### config.mk
export PLATFORM = sky130hd
export DESIGN_NAME = sbap_access_port
export DESIGN_NICKNAME = d
export VERILOG_FILES = /design/src/hw/sbap_pkg.sv /design/src/hw/sbap_access_port.sv
export SDC_FILE = /design/constraint.sdc
export NUM_CORES = 1
export LEC_CHECK = 0
export ABC_AREA = 0
export ABC_CLOCK_PERIOD_IN_PS = 3400
export BUFFER_PORTS_ARGS = -buffer_cell sky130_fd_sc_hd__buf_2
export CORE_ASPECT_RATIO = 0.75
export CORE_UTILIZATION = 58
export DETAILED_ROUTE_END_ITERATION = 6
export PLACE_DENSITY = 0.89
export SYNTH_ARGS = -nofsm -noshare
export SYNTH_HDL_FRONTEND = slang
export SYNTH_SLANG_ARGS = --single-unit
### constraint.sdc
create_clock -name clk -period 3.4 [get_ports clk]
set_clock_uncertainty 0.15 [all_clocks]
set_input_delay 0.68 -clock clk [delete_from_list [all_inputs] [get_ports clk]]
set_output_delay 0.68 -clock clk [all_outputs]
set_load 0.1 [all_outputs]
### src/hw/sbap_pkg.sv
package sbap_pkg;

	// APB address width: register index times four must fit
	localparam int          SBAP_PADDR_W     = 18;
	localparam int          SBAP_PDATA_W     = 32;

	// Register indices; the byte address is four times the index
	localparam logic [15:0] SBAP_IDX_BYTE0   = 16'hF0E0;
	localparam logic [15:0] SBAP_IDX_BYTE1   = 16'hF0E1;
	localparam logic [15:0] SBAP_IDX_BYTE2   = 16'hF0E2;
	localparam logic [15:0] SBAP_IDX_BYTE3   = 16'hF0E3;
	localparam logic [15:0] SBAP_IDX_ADDR_LO = 16'hF0E4;
	localparam logic [15:0] SBAP_IDX_ADDR_HI = 16'hF0E5;
	localparam logic [15:0] SBAP_IDX_IRQ_SRC = 16'hF0E6;
	localparam logic [15:0] SBAP_IDX_IRQ_MSK = 16'hF0E7;

	// Buffer geometry
	localparam int          SBAP_BUF_ADDR_W  = 13;
	localparam int          SBAP_WORD_W      = 32;
	localparam int          SBAP_FIFO_DEPTH  = 8;

	// Fields of the high address / control register
	localparam int          SBAP_HI_DIR      = 7;
	localparam int          SBAP_HI_BUSY     = 6;
	localparam int          SBAP_HI_RSV      = 5;
	localparam int          SBAP_HI_ADDR_MSB = 4;

	// Fields of the first interrupt source register
	localparam int          SBAP_IRQ_DRIVE   = 0;
	localparam int          SBAP_IRQ_SECOND  = 1;
	localparam int          SBAP_IRQ_EVT_LSB = 2;
	localparam int          SBAP_IRQ_HDONE   = 3;
	localparam int          SBAP_IRQ_DDONE   = 5;

	// Reset values
	localparam logic [7:0]  SBAP_RST_BYTE    = 8'h00;
	localparam logic [12:0] SBAP_RST_PTR     = 13'h0000;

	// One buffered write: target address and assembled word
	typedef struct packed {
		logic [12:0] addr;
		logic [31:0] data;
	} sbap_wr_s;

	// Event pulses, packed in register order bits 7 down to 2
	typedef struct packed {
		logic normalCompletion;
		logic driveError;
		logic driveSideDone;
		logic hostSidePending;
		logic hostSideDone;
		logic byteCountMismatch;
	} sbap_evt_s;

	// Read prefetch sequencer
	typedef enum logic [1:0] {
		SBAP_FETCH_IDLE,
		SBAP_FETCH_REQ,
		SBAP_FETCH_WAIT
	} sbap_fetch_e;

endpackage : sbap_pkg

### src/hw/sbap_access_port.sv
// Summary of operation
// - Four byte data registers, reset zero
// - Thirteen-bit address split over low/high
// - Busy flag while fetching or storing
// - Direction bit: zero writes, one reads
// - Direction-one write fetches word, increments address
// - Bit five reserved, reads zero
// - Interrupt flags cleared by writing one
// - Command start clears both done flags
// - Interface flag set only in manual phase
// - Automatic phase services drive line silently
// - Bit one mirrors second-register pending sources
// - Bits seven to two are event flags
// - Mask register sits right after source
// - Byte three write in direction zero stores word, increments
// - Only byte three read triggers next prefetch
// - Mask bit one enables its source
//
// The APB slave port was chosen for this implementation.
`timescale 1ns/1ps

// Write-word FIFO between the register port and the buffer memory
module sbap_fifo #(
	parameter int WIDTH = 45,
	parameter int DEPTH = 8
) (
	input  wire logic             clk,
	input  wire logic             rst_n,
	input  wire logic             inValid,
	output logic                  inReady,
	input  wire logic [WIDTH-1:0] inData,
	output logic                  outValid,
	input  wire logic             outReady,
	output logic      [WIDTH-1:0] outData
);
	localparam int PW = $clog2(DEPTH);

	logic [WIDTH-1:0] store [DEPTH];  // Entry storage
	logic [PW-1:0]    wrIdx;          // Next slot to fill
	logic [PW-1:0]    rdIdx;          // Oldest slot
	logic [PW:0]      count;          // Entries held
	logic             push;
	logic             pop;

	// Honest flags straight from the count
	assign inReady  = (count < (PW+1)'(DEPTH)); // Room left while below depth
	assign outValid = (count != '0);
	assign push     = inValid && inReady;
	assign pop      = outValid && outReady;
	assign outData  = store[rdIdx];

	// One storage flop group per entry
	genvar e;
	generate
		for (e = 0; e < DEPTH; e++) begin : g_entry
			always_ff @(posedge clk or negedge rst_n) begin
				if (!rst_n) begin
					store[e] <= '0;
				end else if (push && (wrIdx == PW'(e))) begin
					store[e] <= inData;
				end
			end
		end
	endgenerate

	// Pointers wrap naturally; depth is a power of two
	always_ff @(posedge clk or negedge rst_n) begin
		if (!rst_n) begin
			wrIdx <= '0;
			rdIdx <= '0;
		end else begin
			if (push) begin
				wrIdx <= wrIdx + 1'b1;
			end
			if (pop) begin
				rdIdx <= rdIdx + 1'b1;
			end
		end
	end

	// Occupancy
	always_ff @(posedge clk or negedge rst_n) begin
		if (!rst_n) begin
			count <= '0;
		end else if (push && !pop) begin
			count <= count + 1'b1;
		end else if (pop && !push) begin
			count <= count - 1'b1;
		end
	end

endmodule : sbap_fifo

// Register port to the sector buffer, with first interrupt source/mask pair
module sbap_access_port
	import sbap_pkg::*;
(
	input  wire logic                    clk,
	input  wire logic                    rst_n,
	// APB slave
	input  wire logic                    psel,
	input  wire logic                    penable,
	input  wire logic                    pwrite,
	input  wire logic [SBAP_PADDR_W-1:0] paddr,
	input  wire logic [SBAP_PDATA_W-1:0] pwdata,
	input  wire logic [3:0]              pstrb,
	output logic      [SBAP_PDATA_W-1:0] prdata,
	output logic                         pready,
	output logic                         pslverr,
	// Sector buffer memory port
	output logic                         memValid,
	output logic                         memWrite,
	output logic      [12:0]             memAddr,
	output logic      [31:0]             memWdata,
	input  wire logic                    memReady,
	input  wire logic [31:0]             memRdata,
	input  wire logic                    memRvalid,
	// Drive interface events, same clock
	input  wire sbap_evt_s               driveEvents,
	input  wire logic                    manualPhase,
	input  wire logic                    secondSourcePending,
	input  wire logic                    commandStartSet,
	// Drive interrupt request pin, asynchronous
	input  wire logic                    driveIntrqPin,
	// Flag and mask state for the interrupt vector logic
	output logic      [7:0]              irqSourceFlags,
	output logic      [7:0]              irqMaskBits
);

	// Register state
	logic [7:0]        dataByte [4];       // Data byte registers
	logic [12:0]       bufferAccessPointer; // Buffer address
	logic              bufferDirectionBit; // 1 = read from buffer
	logic [7:0]        irqSource;          // Source flags, bit 1 unused here
	logic              secondPendingFlag;  // Registered summary flag
	logic [7:0]        irqMask;            // Enables
	sbap_fetch_e       fetchState;         // Prefetch sequencer

	// Pin synchroniser and edge detect
	logic              intrqMeta;          // First stage, read only by next
	logic              intrqSync;          // Second stage
	logic              intrqLast;          // For edge detect

	// Bus decode
	logic [15:0]       regIdx;
	logic              mapped;
	logic              isData;
	logic              isAddr;
	logic              stall;
	logic              done;               // Access completes this edge
	logic              wrDone;
	logic              rdDone;
	logic              wrLane0;

	// FIFO hookup
	sbap_wr_s          fifoIn;
	sbap_wr_s          fifoOut;
	logic              fifoInValid;
	logic              fifoInReady;
	logic              fifoOutValid;
	logic              fifoOutReady;
	logic              fetchTrigger;
	logic              busyFlag;
	logic [7:0]        hiReadback;
	logic [7:0]        next_irqSource;
	logic [7:0]        clearMask;
	logic [7:0]        setMask;

	assign regIdx  = paddr[SBAP_PADDR_W-1:2];
	assign mapped  = (paddr[1:0] == 2'h0) && (regIdx >= SBAP_IDX_BYTE0)
	                 && (regIdx <= SBAP_IDX_IRQ_MSK);
	assign isData  = mapped && (regIdx <= SBAP_IDX_BYTE3);
	assign isAddr  = (regIdx == SBAP_IDX_ADDR_LO) || (regIdx == SBAP_IDX_ADDR_HI);
	assign done    = psel && penable && pready;
	assign wrDone  = done && pwrite && mapped;
	assign rdDone  = done && !pwrite && mapped;
	assign wrLane0 = pstrb[0];

	// Hold the bus while the data or address would be overtaken.
	// Polling the high register for busy never stalls.
	always_comb begin
		stall = 1'b0;
		if ((fetchState != SBAP_FETCH_IDLE) && (isData || (isAddr && pwrite))) begin
			stall = 1'b1;
		end
		if (pwrite && isAddr && fifoOutValid) begin
			stall = 1'b1; // Drain stores before the address moves
		end
		if (pwrite && (regIdx == SBAP_IDX_BYTE3) && !bufferDirectionBit && !fifoInReady) begin
			stall = 1'b1; // Back-pressure from a full FIFO
		end
	end

	// Ready one cycle into the access phase, data captured alongside
	always_ff @(posedge clk or negedge rst_n) begin
		if (!rst_n) begin
			pready  <= 1'b0;
			pslverr <= 1'b0;
		end else begin
			pready  <= psel && penable && !pready && !stall;
			pslverr <= psel && penable && !pready && !stall && !mapped;
		end
	end

	// High register readback; reserved bit forced low
	always_comb begin
		hiReadback                             = 8'h00;
		hiReadback[SBAP_HI_ADDR_MSB:0]         = bufferAccessPointer[12:8];
		hiReadback[SBAP_HI_RSV]                = 1'b0;
		hiReadback[SBAP_HI_BUSY]               = busyFlag;
		hiReadback[SBAP_HI_DIR]                = bufferDirectionBit;
	end

	// Read data register; reads outside the register index range give zero
	always_ff @(posedge clk or negedge rst_n) begin
		if (!rst_n) begin
			prdata <= '0;
		end else if (psel && penable && !pready) begin
			prdata <= '0;
			if (isData) begin
				prdata[7:0] <= dataByte[regIdx[1:0]];
			end else if (regIdx == SBAP_IDX_ADDR_LO) begin
				prdata[7:0] <= bufferAccessPointer[7:0];
			end else if (regIdx == SBAP_IDX_ADDR_HI) begin
				prdata[7:0] <= hiReadback;
			end else if (regIdx == SBAP_IDX_IRQ_SRC) begin
				prdata[7:0] <= irqSourceFlags;
			end else if (regIdx == SBAP_IDX_IRQ_MSK) begin
				prdata[7:0] <= irqMask;
			end
		end
	end

	// Data bytes: software writes, or a completed prefetch loads all four
	genvar b;
	generate
		for (b = 0; b < 4; b++) begin : g_byte
			always_ff @(posedge clk or negedge rst_n) begin
				if (!rst_n) begin
					dataByte[b] <= SBAP_RST_BYTE;
				end else if ((fetchState == SBAP_FETCH_WAIT) && memRvalid) begin
					dataByte[b] <= memRdata[8*b +: 8];
				end else if (wrDone && wrLane0 && (regIdx == SBAP_IDX_BYTE0 + 16'(b))) begin
					dataByte[b] <= pwdata[7:0];
				end
			end
		end
	endgenerate

	// Direction bit
	always_ff @(posedge clk or negedge rst_n) begin
		if (!rst_n) begin
			bufferDirectionBit <= 1'b0;
		end else if (wrDone && wrLane0 && (regIdx == SBAP_IDX_ADDR_HI)) begin
			bufferDirectionBit <= pwdata[SBAP_HI_DIR];
		end
	end

	// Address pointer. Software writes restart the sequence; stores and
	// fetches step it, wrapping from the top back to zero.
	always_ff @(posedge clk or negedge rst_n) begin
		if (!rst_n) begin
			bufferAccessPointer <= SBAP_RST_PTR;
		end else if (wrDone && wrLane0 && (regIdx == SBAP_IDX_ADDR_LO)) begin
			bufferAccessPointer[7:0] <= pwdata[7:0];
		end else if (wrDone && wrLane0 && (regIdx == SBAP_IDX_ADDR_HI)) begin
			bufferAccessPointer[12:8] <= pwdata[SBAP_HI_ADDR_MSB:0];
		end else if (fifoInValid && fifoInReady) begin
			bufferAccessPointer <= bufferAccessPointer + 13'h0001;
		end else if ((fetchState == SBAP_FETCH_WAIT) && memRvalid) begin
			bufferAccessPointer <= bufferAccessPointer + 13'h0001;
		end
	end

	// A byte three write in write direction queues the assembled word
	assign fifoInValid = wrDone && wrLane0 && (regIdx == SBAP_IDX_BYTE3)
	                     && !bufferDirectionBit;
	assign fifoIn.addr = bufferAccessPointer;
	assign fifoIn.data = {pwdata[7:0], dataByte[2], dataByte[1], dataByte[0]};

	// Prefetch starts on a direction-one high write or a final byte three read
	assign fetchTrigger = (wrDone && wrLane0 && (regIdx == SBAP_IDX_ADDR_HI)
	                       && pwdata[SBAP_HI_DIR])
	                      || (rdDone && (regIdx == SBAP_IDX_BYTE3)
	                       && bufferDirectionBit);

	sbap_fifo #(
		.WIDTH ($bits(sbap_wr_s)),
		.DEPTH (SBAP_FIFO_DEPTH)
	) u_fifo (
		.clk      (clk),
		.rst_n    (rst_n),
		.inValid  (fifoInValid),
		.inReady  (fifoInReady),
		.inData   (fifoIn),
		.outValid (fifoOutValid),
		.outReady (fifoOutReady),
		.outData  (fifoOut)
	);

	// Memory port: stores drain first, a read waits for an empty FIFO
	// so it never sees stale contents
	always_comb begin
		memValid     = fifoOutValid;
		memWrite     = fifoOutValid;
		memAddr      = fifoOut.addr;
		memWdata     = fifoOut.data;
		fifoOutReady = memReady;
		if (!fifoOutValid && (fetchState == SBAP_FETCH_REQ)) begin
			memValid = 1'b1;
			memAddr  = bufferAccessPointer;
		end
	end

	// Prefetch sequencer
	always_ff @(posedge clk or negedge rst_n) begin
		if (!rst_n) begin
			fetchState <= SBAP_FETCH_IDLE;
		end else begin
			case (fetchState)
				SBAP_FETCH_IDLE: begin
					if (fetchTrigger) begin
						fetchState <= SBAP_FETCH_REQ;
					end
				end
				SBAP_FETCH_REQ: begin
					if (!fifoOutValid && memReady) begin
						fetchState <= SBAP_FETCH_WAIT;
					end
				end
				SBAP_FETCH_WAIT: begin
					if (memRvalid) begin
						fetchState <= SBAP_FETCH_IDLE;
					end
				end
				default: begin
					fetchState <= SBAP_FETCH_IDLE;
				end
			endcase
		end
	end

	// Busy covers queued stores and any fetch in flight
	assign busyFlag = fifoOutValid || (fetchState != SBAP_FETCH_IDLE);

	// Drive interrupt pin synchroniser
	always_ff @(posedge clk or negedge rst_n) begin
		if (!rst_n) begin
			intrqMeta <= 1'b0;
			intrqSync <= 1'b0;
			intrqLast <= 1'b0;
		end else begin
			intrqMeta <= driveIntrqPin;
			intrqSync <= intrqMeta;
			intrqLast <= intrqSync;
		end
	end

	// Flag update: set wins over any clear in the same cycle
	always_comb begin
		setMask   = 8'h00;
		clearMask = 8'h00;
		setMask[7:SBAP_IRQ_EVT_LSB] = driveEvents;
		// Automatic phase leaves the flag alone; the sequencer owns the line
		setMask[SBAP_IRQ_DRIVE] = intrqSync && !intrqLast && manualPhase;
		if (wrDone && wrLane0 && (regIdx == SBAP_IDX_IRQ_SRC)) begin
			clearMask = pwdata[7:0];
		end
		if (commandStartSet) begin
			clearMask[SBAP_IRQ_HDONE] = 1'b1;
			clearMask[SBAP_IRQ_DDONE] = 1'b1;
		end
		clearMask[SBAP_IRQ_SECOND] = 1'b0;
		setMask[SBAP_IRQ_SECOND]   = 1'b0;
		next_irqSource = (irqSource & ~clearMask) | setMask;
	end

	// Source flags
	always_ff @(posedge clk or negedge rst_n) begin
		if (!rst_n) begin
			irqSource <= SBAP_RST_BYTE;
		end else begin
			irqSource <= next_irqSource;
		end
	end

	// Summary flag follows the second register's pending state
	always_ff @(posedge clk or negedge rst_n) begin
		if (!rst_n) begin
			secondPendingFlag <= 1'b0;
		end else begin
			secondPendingFlag <= secondSourcePending;
		end
	end

	// Mask register
	always_ff @(posedge clk or negedge rst_n) begin
		if (!rst_n) begin
			irqMask <= SBAP_RST_BYTE;
		end else if (wrDone && wrLane0 && (regIdx == SBAP_IDX_IRQ_MSK)) begin
			irqMask <= pwdata[7:0];
		end
	end

	// Flag view: read-only summary bit merged in
	always_comb begin
		irqSourceFlags                  = irqSource;
		irqSourceFlags[SBAP_IRQ_SECOND] = secondPendingFlag;
	end

	assign irqMaskBits = irqMask;

endmodule : sbap_access_port

==> flow_summary.yaml, run 1 <==
run_status:
  status: "complete, but fails checks"
  violations: "negative setup slack"
timing:
  hold_violations: 0
  slew_headroom_pct: 51.1
  tightest_slew_ps: 731
  period_minus_slack_ps: 3420
  setup_ws_ps: -20.7
  maxSlewViolCount: 0
  setup-violations-final: 1
  finalCritPeriodShare_pct: 101
  timing.fmax_ghz: 0.292
drt:
  drc_errors: 0
  routed_wl_um: 57300
  postRouteAntennaNets: 0
  wl_per_cell_um: 26.7
  drt_first_pass_iters: 6
  vias: 13900
  viasPerCell: 6.46
  drt_iter0_markers: 1492
die:
  ios: 200
  dieArea_sq_um: 38000
  core_sq_um: 36300
  start_util_pct: 59.5
  row_count: 60
  die_w_um: 225
  fp.dieH_um: 169
yosys:
  synth_ff_type: "dfrtp_1"
  synth_mux_area_share_pct: 35.4
  syn_inst: 1479
  synth_edf_count: 0
  netlist_area_sq_um: 21600
  synth-async-reset-ratio_pct: 100
  synthAdderAreaFrac_pct: 0.731
  synth-seq-area-share_pct: 51.8
  synth-warning-count: 0
  synth_xor_area_share_pct: 0.568
  synth_top_family_by_area: "multiplexers"
  synth_cell_type_count: 55
  synth_compound_area_share_pct: 2.91
  synth-simple-area-share_pct: 4.35
  synth.avg_cell_area_sq_um: 14.6
  ys_seq_elements: 447
global_route:
  met1_usage_pct: 41.4
  gr-usage-all-layers_pct: 30.3
  grt_antenna_before_repair: 1
  grt_pass1_wl_um: 86600
  busiest_layer: "met2"
  grt_max_degree: 83
  grt_overflow: 0
  use_met2_pct: 47.4
  grt_use_met3_pct: 6.49
  grt_pass1_vias: 14500
critical_path:
  arrival_ps: 2590
  cp_cell_sequence: "buf_4 > clkbuf_16 > mux4_2 > mux2_2 > clkbuf_4"
  critPathKind: "register to output port"
  path_depth: 5
  critPathBufInv: 3
  cp-end-kind: "output port"
  crit_fanout: 12
  crit_start: "u_fifo.rdIdx[0]$_DFFE_PN0P_"
  startpoint_type: "register"
  crit_slowest_cell: "mux4_2"
  worstPathRequired_ps: 2570
  r2r_cells: 11
  cp_slowest_stage_delay_ps: 540
  path_delay_family: "multiplexers"
  r2r_start: "u_fifo.count[3]$_DFFE_PN0P_"
hold_path:
  hold-path-cell-count: 1
  min_from: "driveIntrqPin"
  hold_class: "input port to register"
clock_tree:
  clock_latency_ps: 570
  cts_tree: "yes"
  cts.sinks: 447
  root_buffer: "clkbuf_16"
  htree_levels: 2
  clk_pin_slew_ps: 70
  numCtsBuffers: 43
  clockBufferDepth: 3
placement:
  dpl.hpwl_um: 35600
  io_buffer_count: 148
  gp_congestion: 0.917
  dpl.cell_count: 2056
  pre_cts_ws_ps: -41.9
cells_and_area:
  n_fill_cell: 2259
  layoutNonFillerInstCount: 2145
  drive_gt1_share_pct: 51.9
  nets: 1729
  syn2layout_area_growth_pct: 15.4
power:
  peakVddDrop_uv: 411
  power_leakage_nw: 12.2
  powerDensity_nw_per_um2: 487
flow_run:
  cap_violations: 0
## state kept, by name, summed over array words and instances, names as in the netlist
register	count
u_fifo.store	360
irqMaskBits	8
pslverr	1
u_fifo.rdIdx	3
pready	1
intrqMeta	1
secondPendingFlag	1
irqSource	7
dataByte	32
fetchState	2
u_fifo.count	4
intrqLast	1
intrqSync	1
prdata	8
u_fifo.wrIdx	3
bufferDirectionBit	1
bufferAccessPointer	13
## cells by family (layout without fill, tap and decap cells)
kind of cell,count (synthesis),count (layout)
flops,447,447
compound gates,108,108
buf+inv,160,306
fa+ha+maj,12,12
mux,558,558
simple gates,179,179
xor+xnor,14,14
other cells,1,25
## final timing paths
kind                                                 end  slack [ps]
max in group asynchronous  u_fifo.store[173]$_DFFE_PN0P_        1530
max                                          memWdata[6]         -20
max reg2reg                  u_fifo.count[3]$_DFFE_PN0P_         490
min                                  intrqMeta$_DFF_PN0_          80
min in group asynchronous  u_fifo.store[277]$_DFFE_PN0P_         550
min reg2reg                          intrqSync$_DFF_PN0_         210
## layer usage
metal | up-vias | wire, um
met2 | 766 | 26500
met1 | 7281 | 22900
met5 | - | 0
li1 | 5637 | -
met3 | 179 | 5110
met4 | 0 | 2730
## final cells by class
type	count	area [sq um]	share of cell area (%)
flip-flops and latches	447	11200	44.9
multi-input cells	895	9830	39.4
repair buffers	219	1810	7.28
clock buffers	61	1260	5.08
well taps	496	621	2.49
clock inverters	18	155	0.623
inverters	8	30.0	0.121
diodes	1	2.50	0.0100
## cell usage after synthesis (7+ instances only)
master	count	area share (%)
nand4_1	10	0.29
inv_1	8	0.14
mux2i_1	48	2.2
nand2_1	50	0.87
mux2_2	340	18
mux4_2	105	11
buf_1	29	0.50
a21oi_1	55	1.3
a22oi_1	8	0.28
xnor2_1	10	0.41
dfrtp_1	447	52
buf_2	11	0.26
nor2_1	61	1.1
mux2_4	65	4.5
o21ai_0	21	0.49
nor3_1	7	0.16
buf_6	24	1.3
a21o_1	9	0.31
clkbuf_1	62	1.1
ha_1	11	0.64
nand3_1	9	0.21
buf_4	26	0.90
## per-stage QoR
stage	total power, mW	cell area, sq um	utilization (%)	TNS [ps]	hold WS (ps)
3_5_place_dp	7.28	23100	63.8	-41.9	202
6_report	12.1	24900	68.7	-20.7	81.5
5_1_grt	12.5	24900	68.7	-154	60.7
2_1_floorplan	6.77	21800	-	0	181
3_3_place_gp	7.20	23100	63.8	0	184
4_1_cts	12.1	24600	68.0	-734	61.6
## placed cells by master (no fill, tap or decap), types with 24 or more instances in the layout
cell       Yosys  layout
nand2_1       50      47
dfrtp_1      447     443
buf_2         11     126
mux2i_1       48      48
nor2_1        61      48
clkbuf_16      0      47
mux4_2       105     105
conb_1         1      24
buf_12         0      25
mux2_4        65      65
a21oi_1       55      42
buf_4         26      41
mux2_2       340     340
## power by group
part	total, mW	switching (mW)	internal (mW)
sequential	6.12	0.594	5.53
combinational	1.15	0.738	0.416
clock	4.85	2.10	2.75
## repair_timing
action | in CTS | in global routing
gates resized for setup | 17 | 41
buffers inserted | 1 | 3
setup endpoints to repair | 45 | 45
hold endpoints to repair | 46 | 0
hold buffers | 1 | 0
pin swaps | 0 | 0
cloned | 0 | 4
Note: power is estimated with default switching activity, not from simulation.
==> inputs of run 2 (changes only) <==
Settings changed: RECOVER_POWER set to 25.
==> run 2 against run 1 <==
  * The run ends with max-capacitance violations, max-slew violations, negative setup slack left
  * Utilization is essentially flat
  * Sequential power is essentially flat
  * First-iteration DRC count is 0.20% lower
  * Final area hardly changed
  * Via count is essentially flat
  * Non-clock buffer count unchanged
  * Power barely moved
  * Highest routed layer unchanged
==> flow_summary.yaml, run 2 (synthesized netlist as in run 1, its figures left out) <==
run_status:
  status: "complete, but fails checks"
  violations: "max-capacitance violations, max-slew violations, negative setup slack"
hold_path:
  hold_class: "input port to register"
  min_from: "driveIntrqPin"
timing:
  hold_violations: 0
  tightest_slew_ps: 2240
  setup_ws_ps: -25.9
  fin_hold_ws_ps: 81.4
  period_minus_slack_ps: 3430
  maxSlewViolCount: 78
  slew_headroom_pct: -49.6
  finalCritPeriodShare_pct: 101
  timing.fmax_ghz: 0.292
  setup-violations-final: 1
cells_and_area:
  n_fill_cell: 2263
  syn2layout_area_growth_pct: 15.3
  final_cell_mix: "dfrtp_1 (443), mux2_2 (340), buf_2 (126)"
  largest_register_ffs: 360
  regMostFlops: "u_fifo.store"
  drive_gt1_share_pct: 51.9
  nets: 1729
  final_common_cell: "dfrtp_1"
  reg_top3: "u_fifo.store: 360 flops, dataByte: 32 flops, bufferAccessPointer: 13 flops"
  stdcell_area_sq_um: 24900
critical_path:
  critPathKind: "register to output port"
  cp_slowest_stage_delay_ps: 540
  critPathBufInv: 3
  path_delay_family: "multiplexers"
  cp-end-kind: "output port"
  crit_fanout: 12
  r2r_start: "u_fifo.count[3]$_DFFE_PN0P_"
  startpoint_type: "register"
  crit_slowest_cell: "mux4_2"
  crit_start: "u_fifo.rdIdx[0]$_DFFE_PN0P_"
  arrival_ps: 2600
  worstPathRequired_ps: 2570
  cp_cell_sequence: "buf_4 > clkbuf_16 > mux4_2 > mux2_2 > clkbuf_4"
placement:
  placed_area_sq_um: 23100
  pre_cts_ws_ps: -41.9
  gp_congestion: 0.917
  dpl.hpwl_um: 35600
  io_buffer_count: 148
global_route:
  grt_pass1_vias: 14500
  grt_pass1_wl_um: 86600
  grt_max_degree: 83
  gr-usage-all-layers_pct: 30.3
  grt_overflow: 0
  grt_antenna_before_repair: 1
die:
  die_w_um: 225
  start_util_pct: 59.5
  row_count: 60
  ios: 200
  core_sq_um: 36300
  fp.dieH_um: 169
  dieArea_sq_um: 38000
drt:
  postRouteAntennaNets: 0
  vias: 13900
  drt_first_pass_iters: 7
  viasPerCell: 6.46
  wl_per_cell_um: 26.7
  drt_iter0_markers: 1489
  drc_errors: 0
  routed_wl_um: 57200
clock_tree:
  cts_tree: "yes"
  numCtsBuffers: 43
  htree_levels: 2
  root_buffer: "clkbuf_16"
  clock_latency_ps: 570
  clockBufferDepth: 3
  cts.sinks: 447
  clk_pin_slew_ps: 70
flow_run:
  cap_violations: 1
power:
  power_leakage_nw: 12.2
  powerDensity_nw_per_um2: 487
  peakVddDrop_uv: 411
run 2: changes by cell type in the layout (fill, tap and decap cells not counted), sizes merged:
cell    before  now
buf        207  204
clkbuf      72   75
run 2: timing repair:
item,in CTS,in global routing
resized for setup,17,41
setup buffers,1,3
endpoints found under the setup margin,45,45
hold buffers,1,0
cloned,0,4
endpoints found under the hold margin,46,0
run 2: worst paths after layout:
kind	slack (ps)	cells past startpoint	end
min reg2reg	210	0	intrqSync$_DFF_PN0_
min	80	1	intrqMeta$_DFF_PN0_
min in group asynchronous	1150	2	u_fifo.store[277]$_DFFE_PN0P_
max in group asynchronous	490	4	u_fifo.store[173]$_DFFE_PN0P_
max	-30	5	memWdata[6]
max reg2reg	500	11	u_fifo.count[3]$_DFFE_PN0P_
run 2: area by class of cell:
| cell class | count | area, sq um | area share (%) |
|---|---|---|---|
| Sequential cell | 447 | 11200 | 45.0 |
| Multi-Input combinational cell | 895 | 9830 | 39.5 |
| Timing Repair Buffer | 219 | 1800 | 7.22 |
| Clock buffer | 61 | 1260 | 5.08 |
| Tap cell | 496 | 621 | 2.49 |
| Clock inverter | 18 | 155 | 0.623 |
| Inverter | 8 | 30.0 | 0.121 |
| Antenna cell | 1 | 2.50 | 0.0101 |
run 2: layer usage:
metal,track usage [%],up-vias,wire length (um)
met5,0,-,0
met1,41.4,7270,22900
li1,-,5639,-
met3,6.49,182,5140
met4,13.2,0,2780
met2,47.4,762,26400
run 2: through the flow:
| step | power [mW] | util (%) | TNS, ps | std cells |
|---|---|---|---|---|
| 3_5_place_dp | 7.28 | 63.8 | -41.9 | 2056 |
| 3_3_place_gp | 7.20 | 63.8 | 0 | 2056 |
| 5_1_grt | 12.5 | 68.6 | -154 | 2144 |
| 2_1_floorplan | 6.77 | - | 0 | 1502 |
| 6_report | 12.1 | 68.6 | -25.9 | 2145 |
| 4_1_cts | 12.1 | 68.0 | -734 | 2137 |
run 2: power breakdown:
group	leakage (nW)	internal (mW)	switching, mW
combinational	5.34	0.416	0.738
sequential	6.11	5.53	0.590
clock	0.717	2.75	2.10
total	12.2	8.70	3.42
